`src/rtl/fbf_pkg.sv`:
```
// Shared constants for the FIFO and bit-framing control block.
package fbf_pkg;
  localparam int          FIFO_DEPTH     = 64;
  localparam int          RX_BUF_DEPTH   = 4;
  localparam int          ID_BYTES       = 10;
  localparam logic [5:0]  ADDR_DATA_PORT = 6'h09;
  localparam logic [5:0]  ADDR_LEVEL     = 6'h0a;
  localparam logic [5:0]  ADDR_THRESH    = 6'h0b;
  localparam logic [5:0]  ADDR_CONTROL   = 6'h0c;
  localparam logic [5:0]  ADDR_FRAMING   = 6'h0d;
  localparam int          LVL_FLUSH_BIT  = 7;
  localparam int          CTL_HALT_BIT   = 7;
  localparam int          CTL_GO_BIT     = 6;
  localparam int          CTL_COPY_BIT   = 5;
  localparam int          CTL_INIT_BIT   = 4;
  localparam int          BFA_LAUNCH_BIT = 7;
  localparam int          BFA_ALIGN_LSB  = 4;
  localparam int          BFA_TXBITS_LSB = 0;
  localparam logic [5:0]  THRESH_RESET   = 6'h08;
  localparam logic        INIT_RESET     = 1'h0;
  localparam logic [2:0]  ALIGN_RESET    = 3'h0;
  localparam logic [2:0]  TXBITS_RESET   = 3'h0;
  localparam logic [2:0]  PHASE_IDLE     = 3'h0;
  localparam logic [2:0]  PHASE_WAIT_GO  = 3'h1;
  localparam logic [2:0]  PHASE_SENDING  = 3'h3;
  localparam logic [2:0]  PHASE_WAIT_RX  = 3'h5;
endpackage : fbf_pkg

```
`src/rtl/fbf_fifo.sv`:
```
// Generic synchronous FIFO with flush, fill count and valid/ready on both sides.
`timescale 1ns/1ps
module fbf_fifo #(
  parameter int W = 8,
  parameter int D = 4,
  parameter int CW = $clog2(D + 1)
) (
  input  wire logic          i_mclk,     // Clock.
  input  wire logic          i_sys_rst,  // Asynchronous reset.
  input  wire logic          i_flush,    // Empty the FIFO at once.
  input  wire logic          i_wr_valid, // Write request.
  output logic               o_wr_ready, // Room for a word.
  input  wire logic [W-1:0]  i_wr_data,  // Word to store.
  output logic               o_rd_valid, // A word is held.
  input  wire logic          i_rd_ready, // Consumer takes head.
  output logic [W-1:0]       o_rd_data,  // Head word.
  output logic [CW-1:0]      o_count     // Words held.
);
  localparam int AW = (D > 1) ? $clog2(D) : 1;

  logic [W-1:0]  mem [D];
  logic [AW-1:0] wp_reg;
  logic [AW-1:0] rp_reg;
  logic [CW-1:0] cnt_reg;
  wire           push = i_wr_valid && o_wr_ready;
  wire           pop  = o_rd_valid && i_rd_ready;
  wire [AW-1:0]  wp_inc = (wp_reg == AW'(D - 1)) ? '0 : wp_reg + 1'b1;
  wire [AW-1:0]  rp_inc = (rp_reg == AW'(D - 1)) ? '0 : rp_reg + 1'b1;

  assign o_wr_ready = (cnt_reg != CW'(D));
  assign o_rd_valid = (cnt_reg != '0);
  assign o_rd_data  = mem[rp_reg];
  assign o_count    = cnt_reg;

  always_ff @(posedge i_mclk)
  begin
    if (push)
      mem[wp_reg] <= i_wr_data;
  end

  // Flush wins over a same-cycle push or pop so the pointers end up equal.
  always_ff @(posedge i_mclk or posedge i_sys_rst)
  begin
    if (i_sys_rst)
    begin
      wp_reg  <= '0;
      rp_reg  <= '0;
      cnt_reg <= '0;
    end
    else if (i_flush)
    begin
      wp_reg  <= '0;
      rp_reg  <= '0;
      cnt_reg <= '0;
    end
    else
    begin
      if (push)
        wp_reg <= wp_inc;
      if (pop)
        rp_reg <= rp_inc;
      if (push && !pop)
        cnt_reg <= cnt_reg + 1'b1;
      else if (pop && !push)
        cnt_reg <= cnt_reg - 1'b1;
    end
  end
endmodule : fbf_fifo

```
`src/rtl/fbf_rx_packer.sv`:
```
// Packs received bits into bytes starting at a chosen bit position.
`timescale 1ns/1ps
module fbf_rx_packer (
  input  wire logic        i_mclk,      // Clock.
  input  wire logic        i_sys_rst,   // Asynchronous reset.
  input  wire logic [2:0]  i_align,     // Position of the first bit.
  input  wire logic        i_start,     // Frame start pulse.
  input  wire logic        i_bit_valid, // Received bit strobe.
  input  wire logic        i_bit,       // Received bit value.
  output logic             o_bit_ready, // Bit can be taken.
  input  wire logic        i_end,       // Frame end pulse.
  output logic             o_valid,     // Packed byte ready.
  input  wire logic        i_ready,     // Byte taken.
  output logic [7:0]       o_byte,      // Packed byte.
  output logic             o_done,      // Frame closed pulse.
  output logic [2:0]       o_last_bits  // Valid bits of last byte.
);
  logic [7:0] acc_reg;
  logic [2:0] pos_reg;
  logic       any_reg;
  logic       done_reg;
  logic [2:0] last_reg;
  logic       out_v_reg;
  logic [7:0] out_b_reg;

  wire       bit_take = i_bit_valid && o_bit_ready;
  wire [7:0] acc_bit  = acc_reg | ({7'h00, i_bit} << pos_reg);
  wire       byte_ful = bit_take && (pos_reg == 3'h7);
  // A partial byte is flushed at the end only if it holds received bits.
  wire       part_out = i_end && any_reg && o_bit_ready;
  wire       out_take = out_v_reg && i_ready;

  assign o_bit_ready = !out_v_reg || i_ready;
  assign o_valid     = out_v_reg;
  assign o_byte      = out_b_reg;
  assign o_done      = done_reg;
  assign o_last_bits = last_reg;

  always_ff @(posedge i_mclk or posedge i_sys_rst)
  begin
    if (i_sys_rst)
    begin
      acc_reg   <= 8'h00;
      pos_reg   <= 3'h0;
      any_reg   <= 1'b0;
      done_reg  <= 1'b0;
      last_reg  <= 3'h0;
      out_v_reg <= 1'b0;
      out_b_reg <= 8'h00;
    end
    else
    begin
      done_reg <= i_end;
      if (out_take)
        out_v_reg <= 1'b0;
      if (i_start)
      begin
        acc_reg <= 8'h00;
        pos_reg <= i_align;
        any_reg <= 1'b0;
      end
      else if (byte_ful)
      begin
        out_b_reg <= acc_bit;
        out_v_reg <= 1'b1;
        acc_reg   <= 8'h00;
        pos_reg   <= 3'h0;
        any_reg   <= 1'b0;
      end
      else if (bit_take)
      begin
        acc_reg <= acc_bit;
        pos_reg <= pos_reg + 3'h1;
        any_reg <= 1'b1;
      end
      else if (part_out)
      begin
        out_b_reg <= acc_reg;
        out_v_reg <= 1'b1;
        acc_reg   <= 8'h00;
        any_reg   <= 1'b0;
      end
      if (i_end)
        last_reg <= pos_reg;
    end
  end
endmodule : fbf_rx_packer

```
`src/rtl/fbf_top.sv`:
```
// FIFO buffer, fill level, warnings, control and bit-framing registers.
//
// Functional notes
// - 64-byte FIFO behind one byte data port.
// - FIFO buffers every serial stream both ways.
// - Flush bit clears pointers and overrun; reads 0.
// - Read-only fill count in level bits 6..0.
// - Near-full when free space <= threshold.
// - Near-empty when count <= threshold; resets 8.
// - Timer halt strobe stops timer; reads 0.
// - Timer go strobe starts timer; reads 0.
// - Copy bit loads 10-byte identifier, self-clears.
// - Role bit: one initiator, zero target.
// - Read-only count of valid last-byte bits.
// - Launch bit starts sending FIFO data.
// - Launch ignored outside send-and-receive command.
// - Alignment sets first received bit position.
// - Alignment seven wraps second bit to next byte.
// - Last-bits field sets bits sent of final byte.
// - Waiting for launch reports phase 001.
`timescale 1ns/1ps
module fbf_top #(
  parameter int DEPTH    = fbf_pkg::FIFO_DEPTH,
  parameter int RX_DEPTH = fbf_pkg::RX_BUF_DEPTH,
  parameter int ID_LEN   = fbf_pkg::ID_BYTES
) (
  input  wire logic               i_mclk,            // 125 MHz clock.
  input  wire logic               i_sys_rst,         // Async reset, high.
  input  wire logic [5:0]         i_reg_addr,        // Register address.
  input  wire logic               i_reg_wr,          // Register write strobe.
  input  wire logic               i_reg_rd,          // Register read strobe.
  input  wire logic [7:0]         i_reg_wdata,       // Write data.
  output logic [7:0]              o_reg_rdata,       // Read data.
  output logic                    o_reg_rvalid,      // Read data valid pulse.
  input  wire logic               i_cmd_transceive,  // Send-and-receive active.
  output logic [2:0]              o_modem_phase,     // Modem phase code.
  output logic                    o_tx_valid,        // Transmit byte offered.
  input  wire logic               i_tx_ready,        // Transmitter takes byte.
  output logic [7:0]              o_tx_byte,         // Transmit byte.
  output logic                    o_tx_last,         // Final byte of frame.
  output logic [2:0]              o_last_tx_bit_count, // Bits of final byte.
  input  wire logic               i_rx_start,        // Receive frame start.
  input  wire logic               i_rx_bit_valid,    // Received bit strobe.
  input  wire logic               i_rx_bit,          // Received bit.
  output logic                    o_rx_bit_ready,    // Bit accepted.
  input  wire logic               i_rx_end,          // Receive frame end.
  input  wire logic [8*ID_LEN-1:0] i_stored_target_id, // Identifier, byte 0 low.
  output logic                    o_timer_halt,      // Timer stop pulse.
  output logic                    o_timer_go,        // Timer start pulse.
  output logic                    o_initiator,       // Role: 1 initiator.
  output logic                    o_overrun_flag,    // Buffer overflow error.
  output logic                    o_near_full_alert, // Little space left.
  output logic                    o_near_empty_alert // Few bytes held.
);
  localparam int CW = $clog2(DEPTH + 1);
  localparam int IW = $clog2(ID_LEN + 1);

  typedef enum logic [1:0] {
    FBF_IDLE,
    FBF_WAIT_GO,
    FBF_SENDING,
    FBF_WAIT_RX
  } fbf_phase_t;

  //////////////////////////////////////////////////////////////////////////////
  // Register access decode.

  wire wr_data  = i_reg_wr && (i_reg_addr == fbf_pkg::ADDR_DATA_PORT);
  wire wr_level = i_reg_wr && (i_reg_addr == fbf_pkg::ADDR_LEVEL);
  wire wr_thr   = i_reg_wr && (i_reg_addr == fbf_pkg::ADDR_THRESH);
  wire wr_ctl   = i_reg_wr && (i_reg_addr == fbf_pkg::ADDR_CONTROL);
  wire wr_bfa   = i_reg_wr && (i_reg_addr == fbf_pkg::ADDR_FRAMING);
  wire rd_data  = i_reg_rd && (i_reg_addr == fbf_pkg::ADDR_DATA_PORT);

  wire flush    = wr_level && i_reg_wdata[fbf_pkg::LVL_FLUSH_BIT];
  wire halt_wr  = wr_ctl && i_reg_wdata[fbf_pkg::CTL_HALT_BIT];
  wire go_wr    = wr_ctl && i_reg_wdata[fbf_pkg::CTL_GO_BIT];
  wire copy_wr  = wr_ctl && i_reg_wdata[fbf_pkg::CTL_COPY_BIT];
  // A launch outside the send-and-receive command is simply dropped.
  wire launch   = wr_bfa && i_reg_wdata[fbf_pkg::BFA_LAUNCH_BIT]
                  && i_cmd_transceive;

  //////////////////////////////////////////////////////////////////////////////
  // Registers.

  logic [5:0]    thr_reg;
  logic          init_reg;
  logic [2:0]    align_reg;
  logic [2:0]    txbits_reg;
  logic [2:0]    rxbits_reg;
  logic          ovf_reg;
  logic          halt_reg;
  logic          go_reg;
  logic          copy_reg;
  logic [IW-1:0] copy_idx_reg;
  logic [7:0]    rdata_reg;
  logic          rvalid_reg;
  fbf_phase_t    phase_reg;
  fbf_phase_t    phase_next;

  //////////////////////////////////////////////////////////////////////////////
  // Main FIFO write arbitration: host, then identifier copy, then receiver.

  logic          m_wr_ready;
  logic          m_rd_valid;
  logic [7:0]    m_rd_data;
  logic [CW-1:0] m_count;
  logic          rb_valid;
  logic [7:0]    rb_data;
  logic          pk_valid;
  logic          pk_ready;
  logic [7:0]    pk_byte;
  logic          pk_done;
  logic [2:0]    pk_last;

  wire       copy_take = copy_reg && !wr_data && m_wr_ready;
  wire       rb_take   = rb_valid && !wr_data && !copy_reg && m_wr_ready;
  wire [7:0] id_byte   = i_stored_target_id[8 * copy_idx_reg +: 8];
  wire       m_wr_v    = wr_data || copy_reg || rb_valid;
  wire [7:0] m_wr_d    = wr_data  ? i_reg_wdata :
                         copy_reg ? id_byte : rb_data;
  wire       host_ovf  = wr_data && !m_wr_ready;

  // Host pops win; the transmitter waits for a cycle without one.
  wire       sending   = (phase_reg == FBF_SENDING);
  wire       tx_fire   = o_tx_valid && i_tx_ready;
  wire       m_pop     = (rd_data && m_rd_valid) || tx_fire;

  fbf_fifo #(
    .W  (8),
    .D  (DEPTH),
    .CW (CW)
  ) u_main_fifo (
    .i_mclk     (i_mclk),
    .i_sys_rst  (i_sys_rst),
    .i_flush    (flush),
    .i_wr_valid (m_wr_v),
    .o_wr_ready (m_wr_ready),
    .i_wr_data  (m_wr_d),
    .o_rd_valid (m_rd_valid),
    .i_rd_ready (m_pop),
    .o_rd_data  (m_rd_data),
    .o_count    (m_count)
  );

  //////////////////////////////////////////////////////////////////////////////
  // Receive path: bit packer feeding a small buffer in front of the main FIFO.

  fbf_rx_packer u_packer (
    .i_mclk      (i_mclk),
    .i_sys_rst   (i_sys_rst),
    .i_align     (align_reg),
    .i_start     (i_rx_start),
    .i_bit_valid (i_rx_bit_valid),
    .i_bit       (i_rx_bit),
    .o_bit_ready (o_rx_bit_ready),
    .i_end       (i_rx_end),
    .o_valid     (pk_valid),
    .i_ready     (pk_ready),
    .o_byte      (pk_byte),
    .o_done      (pk_done),
    .o_last_bits (pk_last)
  );

  // The buffer absorbs bursts while the host owns the write side; when it
  // fills, the packer stops taking bits and the receiver must hold off.
  fbf_fifo #(
    .W  (8),
    .D  (RX_DEPTH),
    .CW ($clog2(RX_DEPTH + 1))
  ) u_rx_buf (
    .i_mclk     (i_mclk),
    .i_sys_rst  (i_sys_rst),
    .i_flush    (flush),
    .i_wr_valid (pk_valid),
    .o_wr_ready (pk_ready),
    .i_wr_data  (pk_byte),
    .o_rd_valid (rb_valid),
    .i_rd_ready (rb_take),
    .o_rd_data  (rb_data),
    .o_count    ()
  );

  //////////////////////////////////////////////////////////////////////////////
  // Warnings and read-back.

  wire [CW-1:0] free_cnt = CW'(DEPTH) - m_count;
  wire [CW-1:0] thr_ext  = CW'(thr_reg);

  assign o_near_full_alert  = (free_cnt <= thr_ext);
  assign o_near_empty_alert = (m_count <= thr_ext);

  // Strobe bits read back as zero; copy bit reads one while it runs.
  wire [7:0] lvl_rd = {1'b0, 7'(m_count)};
  wire [7:0] thr_rd = {2'b00, thr_reg};
  wire [7:0] ctl_rd = {2'b00, copy_reg, init_reg, 1'b0, rxbits_reg};
  wire [7:0] bfa_rd = {1'b0, align_reg, 1'b0, txbits_reg};
  wire [7:0] rd_mux =
    (i_reg_addr == fbf_pkg::ADDR_DATA_PORT) ? m_rd_data :
    (i_reg_addr == fbf_pkg::ADDR_LEVEL)     ? lvl_rd :
    (i_reg_addr == fbf_pkg::ADDR_THRESH)    ? thr_rd :
    (i_reg_addr == fbf_pkg::ADDR_CONTROL)   ? ctl_rd :
    (i_reg_addr == fbf_pkg::ADDR_FRAMING)   ? bfa_rd : 8'h00;

  always_ff @(posedge i_mclk or posedge i_sys_rst)
  begin
    if (i_sys_rst)
    begin
      rdata_reg  <= 8'h00;
      rvalid_reg <= 1'b0;
    end
    else
    begin
      rvalid_reg <= i_reg_rd;
      if (i_reg_rd)
        rdata_reg <= rd_mux;
    end
  end

  assign o_reg_rdata  = rdata_reg;
  assign o_reg_rvalid = rvalid_reg;

  //////////////////////////////////////////////////////////////////////////////
  // Configuration registers.

  always_ff @(posedge i_mclk or posedge i_sys_rst)
  begin
    if (i_sys_rst)
    begin
      thr_reg    <= fbf_pkg::THRESH_RESET;
      init_reg   <= fbf_pkg::INIT_RESET;
      align_reg  <= fbf_pkg::ALIGN_RESET;
      txbits_reg <= fbf_pkg::TXBITS_RESET;
    end
    else
    begin
      if (wr_thr)
        thr_reg <= i_reg_wdata[5:0];
      if (wr_ctl)
        init_reg <= i_reg_wdata[fbf_pkg::CTL_INIT_BIT];
      if (wr_bfa)
      begin
        align_reg  <= i_reg_wdata[fbf_pkg::BFA_ALIGN_LSB +: 3];
        txbits_reg <= i_reg_wdata[fbf_pkg::BFA_TXBITS_LSB +: 3];
      end
    end
  end

  assign o_initiator         = init_reg;
  assign o_last_tx_bit_count = txbits_reg;

  //////////////////////////////////////////////////////////////////////////////
  // Strobes, overrun flag, identifier copy and received bit count.

  always_ff @(posedge i_mclk or posedge i_sys_rst)
  begin
    if (i_sys_rst)
    begin
      halt_reg <= 1'b0;
      go_reg   <= 1'b0;
      ovf_reg  <= 1'b0;
    end
    else
    begin
      halt_reg <= halt_wr;
      go_reg   <= go_wr;
      // Flush and a data write never share a cycle, so set-wins is implicit.
      if (host_ovf)
        ovf_reg <= 1'b1;
      else if (flush)
        ovf_reg <= 1'b0;
    end
  end

  assign o_timer_halt   = halt_reg;
  assign o_timer_go     = go_reg;
  assign o_overrun_flag = ovf_reg;

  // The copy stalls while the FIFO is full rather than dropping bytes.
  always_ff @(posedge i_mclk or posedge i_sys_rst)
  begin
    if (i_sys_rst)
    begin
      copy_reg     <= 1'b0;
      copy_idx_reg <= '0;
    end
    else if (copy_wr && !copy_reg)
    begin
      copy_reg     <= 1'b1;
      copy_idx_reg <= '0;
    end
    else if (copy_take)
    begin
      copy_idx_reg <= copy_idx_reg + 1'b1;
      if (copy_idx_reg == IW'(ID_LEN - 1))
        copy_reg <= 1'b0;
    end
  end

  always_ff @(posedge i_mclk or posedge i_sys_rst)
  begin
    if (i_sys_rst)
      rxbits_reg <= 3'h0;
    else if (pk_done)
      rxbits_reg <= pk_last;
  end

  //////////////////////////////////////////////////////////////////////////////
  // Modem phase sequencing.

  always_comb
  begin
    phase_next = phase_reg;
    if (!i_cmd_transceive)
      phase_next = FBF_IDLE;
    else
      unique case (phase_reg)
        FBF_IDLE:
          phase_next = launch ? FBF_SENDING : FBF_WAIT_GO;
        FBF_WAIT_GO:
          if (launch)
            phase_next = FBF_SENDING;
        FBF_SENDING:
          if (!m_rd_valid || (tx_fire && (m_count == CW'(1))))
            phase_next = FBF_WAIT_RX;
        FBF_WAIT_RX:
          phase_next = FBF_WAIT_RX;
      endcase
  end

  always_ff @(posedge i_mclk or posedge i_sys_rst)
  begin
    if (i_sys_rst)
      phase_reg <= FBF_IDLE;
    else
      phase_reg <= phase_next;
  end

  wire [2:0] phase_code =
    (phase_reg == FBF_WAIT_GO) ? fbf_pkg::PHASE_WAIT_GO :
    (phase_reg == FBF_SENDING) ? fbf_pkg::PHASE_SENDING :
    (phase_reg == FBF_WAIT_RX) ? fbf_pkg::PHASE_WAIT_RX : fbf_pkg::PHASE_IDLE;

  assign o_modem_phase = phase_code;

  //////////////////////////////////////////////////////////////////////////////
  // Transmit stream out of the FIFO head.

  assign o_tx_valid = sending && m_rd_valid && !rd_data;
  assign o_tx_byte  = m_rd_data;
  assign o_tx_last  = (m_count == CW'(1));
endmodule : fbf_top

```
`config.mk`:
```
export PLATFORM = sky130hd
export DESIGN_NAME = fbf_top
export DESIGN_NICKNAME = d
export VERILOG_FILES = /design/src/rtl/fbf_pkg.sv /design/src/rtl/fbf_fifo.sv /design/src/rtl/fbf_rx_packer.sv /design/src/rtl/fbf_top.sv
export SDC_FILE = /design/constraint.sdc
export NUM_CORES = 1
export LEC_CHECK = 0
export ABC_AREA = 1
export BUFFER_PORTS_ARGS = -buffer_cell sky130_fd_sc_hd__buf_2
export CORE_MARGIN = 2
export CORE_UTILIZATION = 38
export DETAILED_ROUTE_END_ITERATION = 10
export HOLD_SLACK_MARGIN = 0.15
export SYNTH_ARGS = -nofsm -noshare
export SYNTH_HDL_FRONTEND = slang
export SYNTH_SLANG_ARGS = --single-unit
```
`constraint.sdc`:
```
create_clock -name i_mclk -period 8.5 [get_ports i_mclk]
set_clock_uncertainty 0.2 [all_clocks]
set_input_delay 0.85 -clock i_mclk [delete_from_list [all_inputs] [get_ports i_mclk]]
set_output_delay 0.85 -clock i_mclk [all_outputs]
set_load 0.02 [all_outputs]
```
==> Word level (Yosys, flattened, before mapping) <==
Memories as Yosys holds them, arrays and structs flattened.
Cells that the tools add are included.
{ "classes": {"n_mux": 63, "eq_ne": 20, "addsub": 11, "bitwise": 2, "shifts": 2, "n_lt_le_gt_ge": 2, "n_reduce_logical": 69} }
{ "op_table": {"columns": ["cell", "count"], "rows": [
  ["2-to-1 mux 8 bit", 10],
  ["variable part select 80 x 8 -> 8 bit", 1],
  ["2-to-1 mux 7 bit", 7],
  ["logical AND 1 bit", 36],
  ["2-to-1 mux 6 bit", 6],
  ["== test 6 x 4 -> 1 bit, second input constant", 5],
  ["2-to-1 mux 3 bit", 9],
  ["2-to-1 mux 2 bit", 10],
  ["2-to-1 mux 1 bit", 18],
  ["nonzero test 2 bit", 8],
  ["less-or-equal comparator 7 x 6 -> 1 bit", 2],
  ["adder 6 x 1 -> 6 bit, second input constant", 2],
  ["== test 6 bit, second input constant", 2],
  ["nonzero test 3 bit", 4],
  ["logical NOT 1 bit", 10],
  ["== test 2 bit, second input constant", 4],
  ["2-to-1 mux 4 bit", 2],
  ["OR 8 bit", 1],
  ["one-hot mux 2 bit (4 select lines)", 1],
  ["<< shifter 1 x 3 -> 8 bit", 1],
  ["adder 7 x 1 -> 7 bit, second input constant", 1],
  ["== test 7 x 1 -> 1 bit, second input constant", 1],
  ["inequality test 7 bit, second input constant", 1],
  ["nonzero test 7 bit", 1],
  ["other kinds (18)", 26]
]} }
{ "word_totals": {"mem_bits_rw": 544, "output_inout_bits": 32, "elab_cells": 197, "in_bits": 104, "mem_count": 2, "regBits": 86} }
{ "mem_list": {"columns": ["memory", "words", "width", "rd", "rd_ports_with_merged_regs", "wr", "line", "source"], "rows": [
  ["u_main_fifo.mem", 64, 8, 1, 0, 1, "fbf_fifo.sv:21", "logic [W-1:0] mem [D];"],
  ["u_rx_buf.mem", 4, 8, 1, 0, 1, "fbf_fifo.sv:21", null]
]} }

==> Longest topological paths before layout <==
{ "depth": {"depth_word": 11, "ltp_mapped": 15, "depth_no_buf": 15} }

==> Hierarchy <==
From an unflattened synthesis, not the netlist that was laid out.
{ "hier_totals": {"cells_unflattened": 3052, "hier_area_um2": 29619.7} }
{ "modules_own_cells": {"columns": ["mod", "seq_area_each_um2", "instances", "area_per_inst_um2", "cells_per_inst"], "rows": [
  ["fbf_fifo at u_main_fifo", 15850.2, 1, 23398.7, 2244],
  ["fbf_top", 877.1, 1, 3273.1, 517],
  ["fbf_fifo at u_rx_buf", 1136.1, 1, 1721.7, 139],
  ["fbf_rx_packer", 625.6, 1, 1226.2, 152]
]} }

==> Worst setup path before layout <==
No wires, ideal clock.
{ "synth_timing": {"kind": "input -> register", "start": "input i_reg_addr[2]", "end": "memory u_main_fifo.mem[0][0] (data pin)", "setup_time_ns": 0.542, "stages": 6, "t_arrival_ns": 3.226, "path_buffers": 1, "required_time_ns": 7.758, "slack_ns": 4.532, "cell_sequence": "inv_1 nand2_2 nor3_4 nand3_1 buf_2 o211ai_1"} }
{ "synth_via": {"elab_chain_cells": 3} }
{ "synth_lines": {"columns": ["item", "line", "source"], "rows": [
  ["start: declaration", "fbf_top.sv:29", "input wire logic [5:0] i_reg_addr,"],
  ["== test 6 x 4 -> 1 bit", "fbf_top.sv:68", "wire wr_data = i_reg_wr && (i_reg_addr == fbf_pkg::ADDR_DATA_PORT);"],
  ["logical AND 1 bit", "fbf_top.sv:68", null],
  ["2-to-1 mux 8 bit", "fbf_top.sv:120", "wire [7:0] m_wr_d = wr_data ? i_reg_wdata :"],
  ["via m_wr_d[0]", "fbf_top.sv:120", null],
  ["end: declaration", "fbf_fifo.sv:21", null]
]} }
The timed path passes the listed nets, and every way through them passes these cells.

==> Worst setup path after layout <==
{ "layout_timing": {"start": "register u_main_fifo.rp_reg[0]", "end": "output o_tx_byte[7]"} }
{ "layout_via": {"elab_chain_cells": 1} }
{ "layout_lines": {"columns": ["item", "line", "source"], "rows": [
  ["start: declaration", "fbf_fifo.sv:23", "logic [AW-1:0] rp_reg;"],
  ["start signal: assignment", "fbf_fifo.sv:61", "rp_reg <= rp_inc;"],
  ["memory read (64 x 8 bit)", null, null],
  ["end: declaration", "fbf_top.sv:39", "output logic [7:0] o_tx_byte,"]
]} }
No other way between the ends.

==> flow_metrics.env <==
export IMPL_status="completed"
export IMPL_cts_buffers=66
export IMPL_drc=0
export IMPL_yosysUniqueCellTypes=48
export IMPL_via_per_inst=5.37
export IMPL_start_util_pct=38.3
export IMPL_postLayoutCellArea_mm2=0.0314
export IMPL_reg_largest_list="u_main_fifo.mem (512), u_rx_buf.mem (32)"
export IMPL_first_pass_iters=6
export IMPL_power_mw=10.7
export IMPL_layout_cells_non_filler=3696
export IMPL_die_area_mm2=0.0755
export IMPL_insertion_delay_ps=610
export IMPL_hold_depth=1
export IMPL_drv_slew=0
export IMPL_synth_async_reset_ratio_pct=13.7
export IMPL_cp_max_fo=66
export IMPL_grt_pass1_vias=19300
export IMPL_post_dp_cell_area_mm2=0.0292
export IMPL_grt_setup_unrepaired="no"
export IMPL_seq_area_mm2=0.0185
export IMPL_grt_max_degree=152
export IMPL_path_clk_slew_ps=60
export IMPL_yosysWarnings=0
export IMPL_synth_common_cells="edfxtp_1 (544), nand2_1 (537), nor2_1 (361), nand3_1 (305), o21ai_0 (201)"
export IMPL_synth_seq_cells=630
export IMPL_r2r_end="o_reg_rdata[4]"
export IMPL_clkSinkCount=630
export IMPL_vias=19900
export IMPL_regMostFlops="u_main_fifo.mem"
export IMPL_ys_seq_area_share_pct=66.4
export IMPL_cts_resized=0
export IMPL_max_freq_mhz=190
export IMPL_netlist_area_leader_share_pct=58.6
export IMPL_final_nets=2817
export IMPL_max_slew_margin_pct=5.17
export IMPL_syn_area_mm2=0.0279
export IMPL_cts_tree="yes"
export IMPL_setup_viol=0
export IMPL_die_height_um=275
export IMPL_r2r_cells=12
export IMPL_globalplace_congestion=0.894
export IMPL_hold_class="primary input to register"
export IMPL_drive_gt1_share_pct=11.0
export IMPL_multiInputGateArea_mm2=0.00814
export IMPL_grt_overflow_total=0
export IMPL_synth_top_cell_by_area="edfxtp_1"
export IMPL_leakagePower_nw=11.8
export IMPL_detail_route_wl_per_cell_um=20.8
export IMPL_h_tree_depth=3
export IMPL_holdPathEnd="u_packer.o_done"
export IMPL_antenna_left=0
export IMPL_antenna_found_initial=2
export IMPL_crit_type="register to output pin"
export IMPL_clock_path_buffers=3
export IMPL_worstHoldStart="i_rx_end"
export IMPL_synthTopCellsByArea="edfxtp_1 (59%), dfrtp_1 (7.6%), nand2_1 (7.2%), nand3_1 (5.5%), nor2_1 (4.9%)"
export IMPL_finalCritPeriodShare_pct=61.8
export IMPL_postSynthAreaPerCell_um2=10.7
export IMPL_p_per_area_mw_per_mm2=342
export IMPL_synthMostInstantiatedCell="edfxtp_1"
export IMPL_dp_cells=3576
export IMPL_postSynthCellCount=2600
export IMPL_finalCriticalPeriod_ps=5250
export IMPL_ys_flop_type="edfxtp_1"
export IMPL_timing_hold_ws_ps=264
export IMPL_n_fill_cell=6772
export IMPL_io_pins=136
export IMPL_tns_ps=0
export IMPL_cp_required_ps=7450
export IMPL_chipWidth_um=275
export IMPL_worst_pin_slew_ps=1420
export IMPL_dp_hpwl_um=47600
export IMPL_max_cap_violations=0
export IMPL_worstReg2RegStart="u_main_fifo.rp_reg[0]"
export IMPL_cp_end_kind="output pin"
export IMPL_worstSetupStartpointType="register"
export IMPL_cts_root_buf="clkbuf_16"
export IMPL_syn_nets=2731
export IMPL_crit_arrival_ps=4200
export IMPL_vdd_drop_max_uv=233
export IMPL_hold_viol_final=0
export IMPL_track_usage_pct=20.3
export IMPL_synthToLayoutAreaGrowth_pct=12.7
export IMPL_coreArea_mm2=0.0727
export IMPL_grt_first_pass_wirelength_um=116000
export IMPL_drt_iter0_markers=1908
export IMPL_num_rows=99
export IMPL_worst_r2r_setup_slack_ps=4670
export IMPL_largest_reg_flops=512
export IMPL_drt_wl_total_um=76900
export IMPL_synth_edf_count=544
export IMPL_numPortBuffers=135
==> worst max path at each step <==
stage | from | end | slack (ps) | cells after the start
2_1_floorplan | i_reg_addr[2] | u_main_fifo.mem[0][0] | 4530 | 6
3_3_place_gp | u_main_fifo.rp_reg[0] | o_tx_byte[7] | 3930 | 13
3_5_place_dp | u_main_fifo.rp_reg[0] | o_tx_byte[0] | 3940 | 11
4_1_cts | u_main_fifo.rp_reg[0] | o_tx_byte[0] | 3250 | 9
5_1_grt | u_main_fifo.rp_reg[0] | o_tx_byte[7] | 2980 | 13
6_report | u_main_fifo.rp_reg[0] | o_tx_byte[7] | 3250 | 13
==> area by class of cell <==
| cell class | count | area share, % |
|---|---|---|
| diodes | 1 | 0.00797 |
| clock buffers | 86 | 5.84 |
| clock inverters | 32 | 1.01 |
| inverters | 139 | 1.71 |
| multi-input cells | 1692 | 25.9 |
| flip-flops and latches | 630 | 58.9 |
| well taps | 959 | 3.82 |
| repair buffers | 157 | 2.73 |
==> power breakdown <==
part / switching [mW] / internal, mW
combinational: 2.53 / 0.818
clock: 1.19 / 1.70
sequential: 0.241 / 4.25
total: 3.95 / 6.77
==> stage by stage <==
step / setup slack, ps / util [%]
2_1_floorplan: 4530 / -
3_3_place_gp: 3930 / 40.2
3_5_place_dp: 3940 / 40.2
4_1_cts: 3250 / 43.2
5_1_grt: 2980 / 43.2
6_report: 3250 / 43.2
==> cell usage in the layout (no fill, tap or decap), types with 70 or more instances in the layout <==
master / count
edfxtp_1: 544
nand2_1: 537
nor2_1: 361
nand3_1: 305
o21ai_0: 201
buf_2: 135
inv_1: 121
dfrtp_1: 82
o211ai_1: 71
clkbuf_16: 70
==> worst max-delay path, cell delays in order, from the launching register on <==
cell and delay [ps]:
dfrtp_4 870, buf_4 660, buf_4 670, nor2_1 110
nor2_1 110, o21ai_0 120, nand3_1 130, nand3_1 130
nand2_1 100, nand2_1 50, nand2_1 70, inv_1 80
nand2_1 230, buf_2 220
==> logic make-up (layout without fill, tap and decap cells) <==
group,count (synthesis),count (layout),synth area share (%)
AO/OA/AOI/OAI,373,373,7.65
XOR/XNOR,14,14,0.440
adder cells (fa/ha/maj),27,27,1.24
buffers and inverters,278,414,4.40
flip-flops,630,630,66.4
multiplexers,12,12,0.431
other,0,1,0
AND/OR/NAND/NOR,1266,1266,19.5
==> timing repair <==
item / CTS / global route
endpoints found under the hold margin: 31 / 0
buffers inserted: 0 / 0
hold buffers: 1 / 0
==> metal layers <==
metal / vias to the layer above / part of all wire (%) / GRT usage, % / wire [µm]
met1: 9699 / 42 / 26.2 / 32000
met5: - / 0 / 0 / 0
met4: 0 / 3.7 / 8.38 / 2870
li1: 9240 / - / - / -
met3: 146 / 6.7 / 3.70 / 5170
met2: 768 / 48 / 33.6 / 36800
Power figures use the tool's default switching activity.
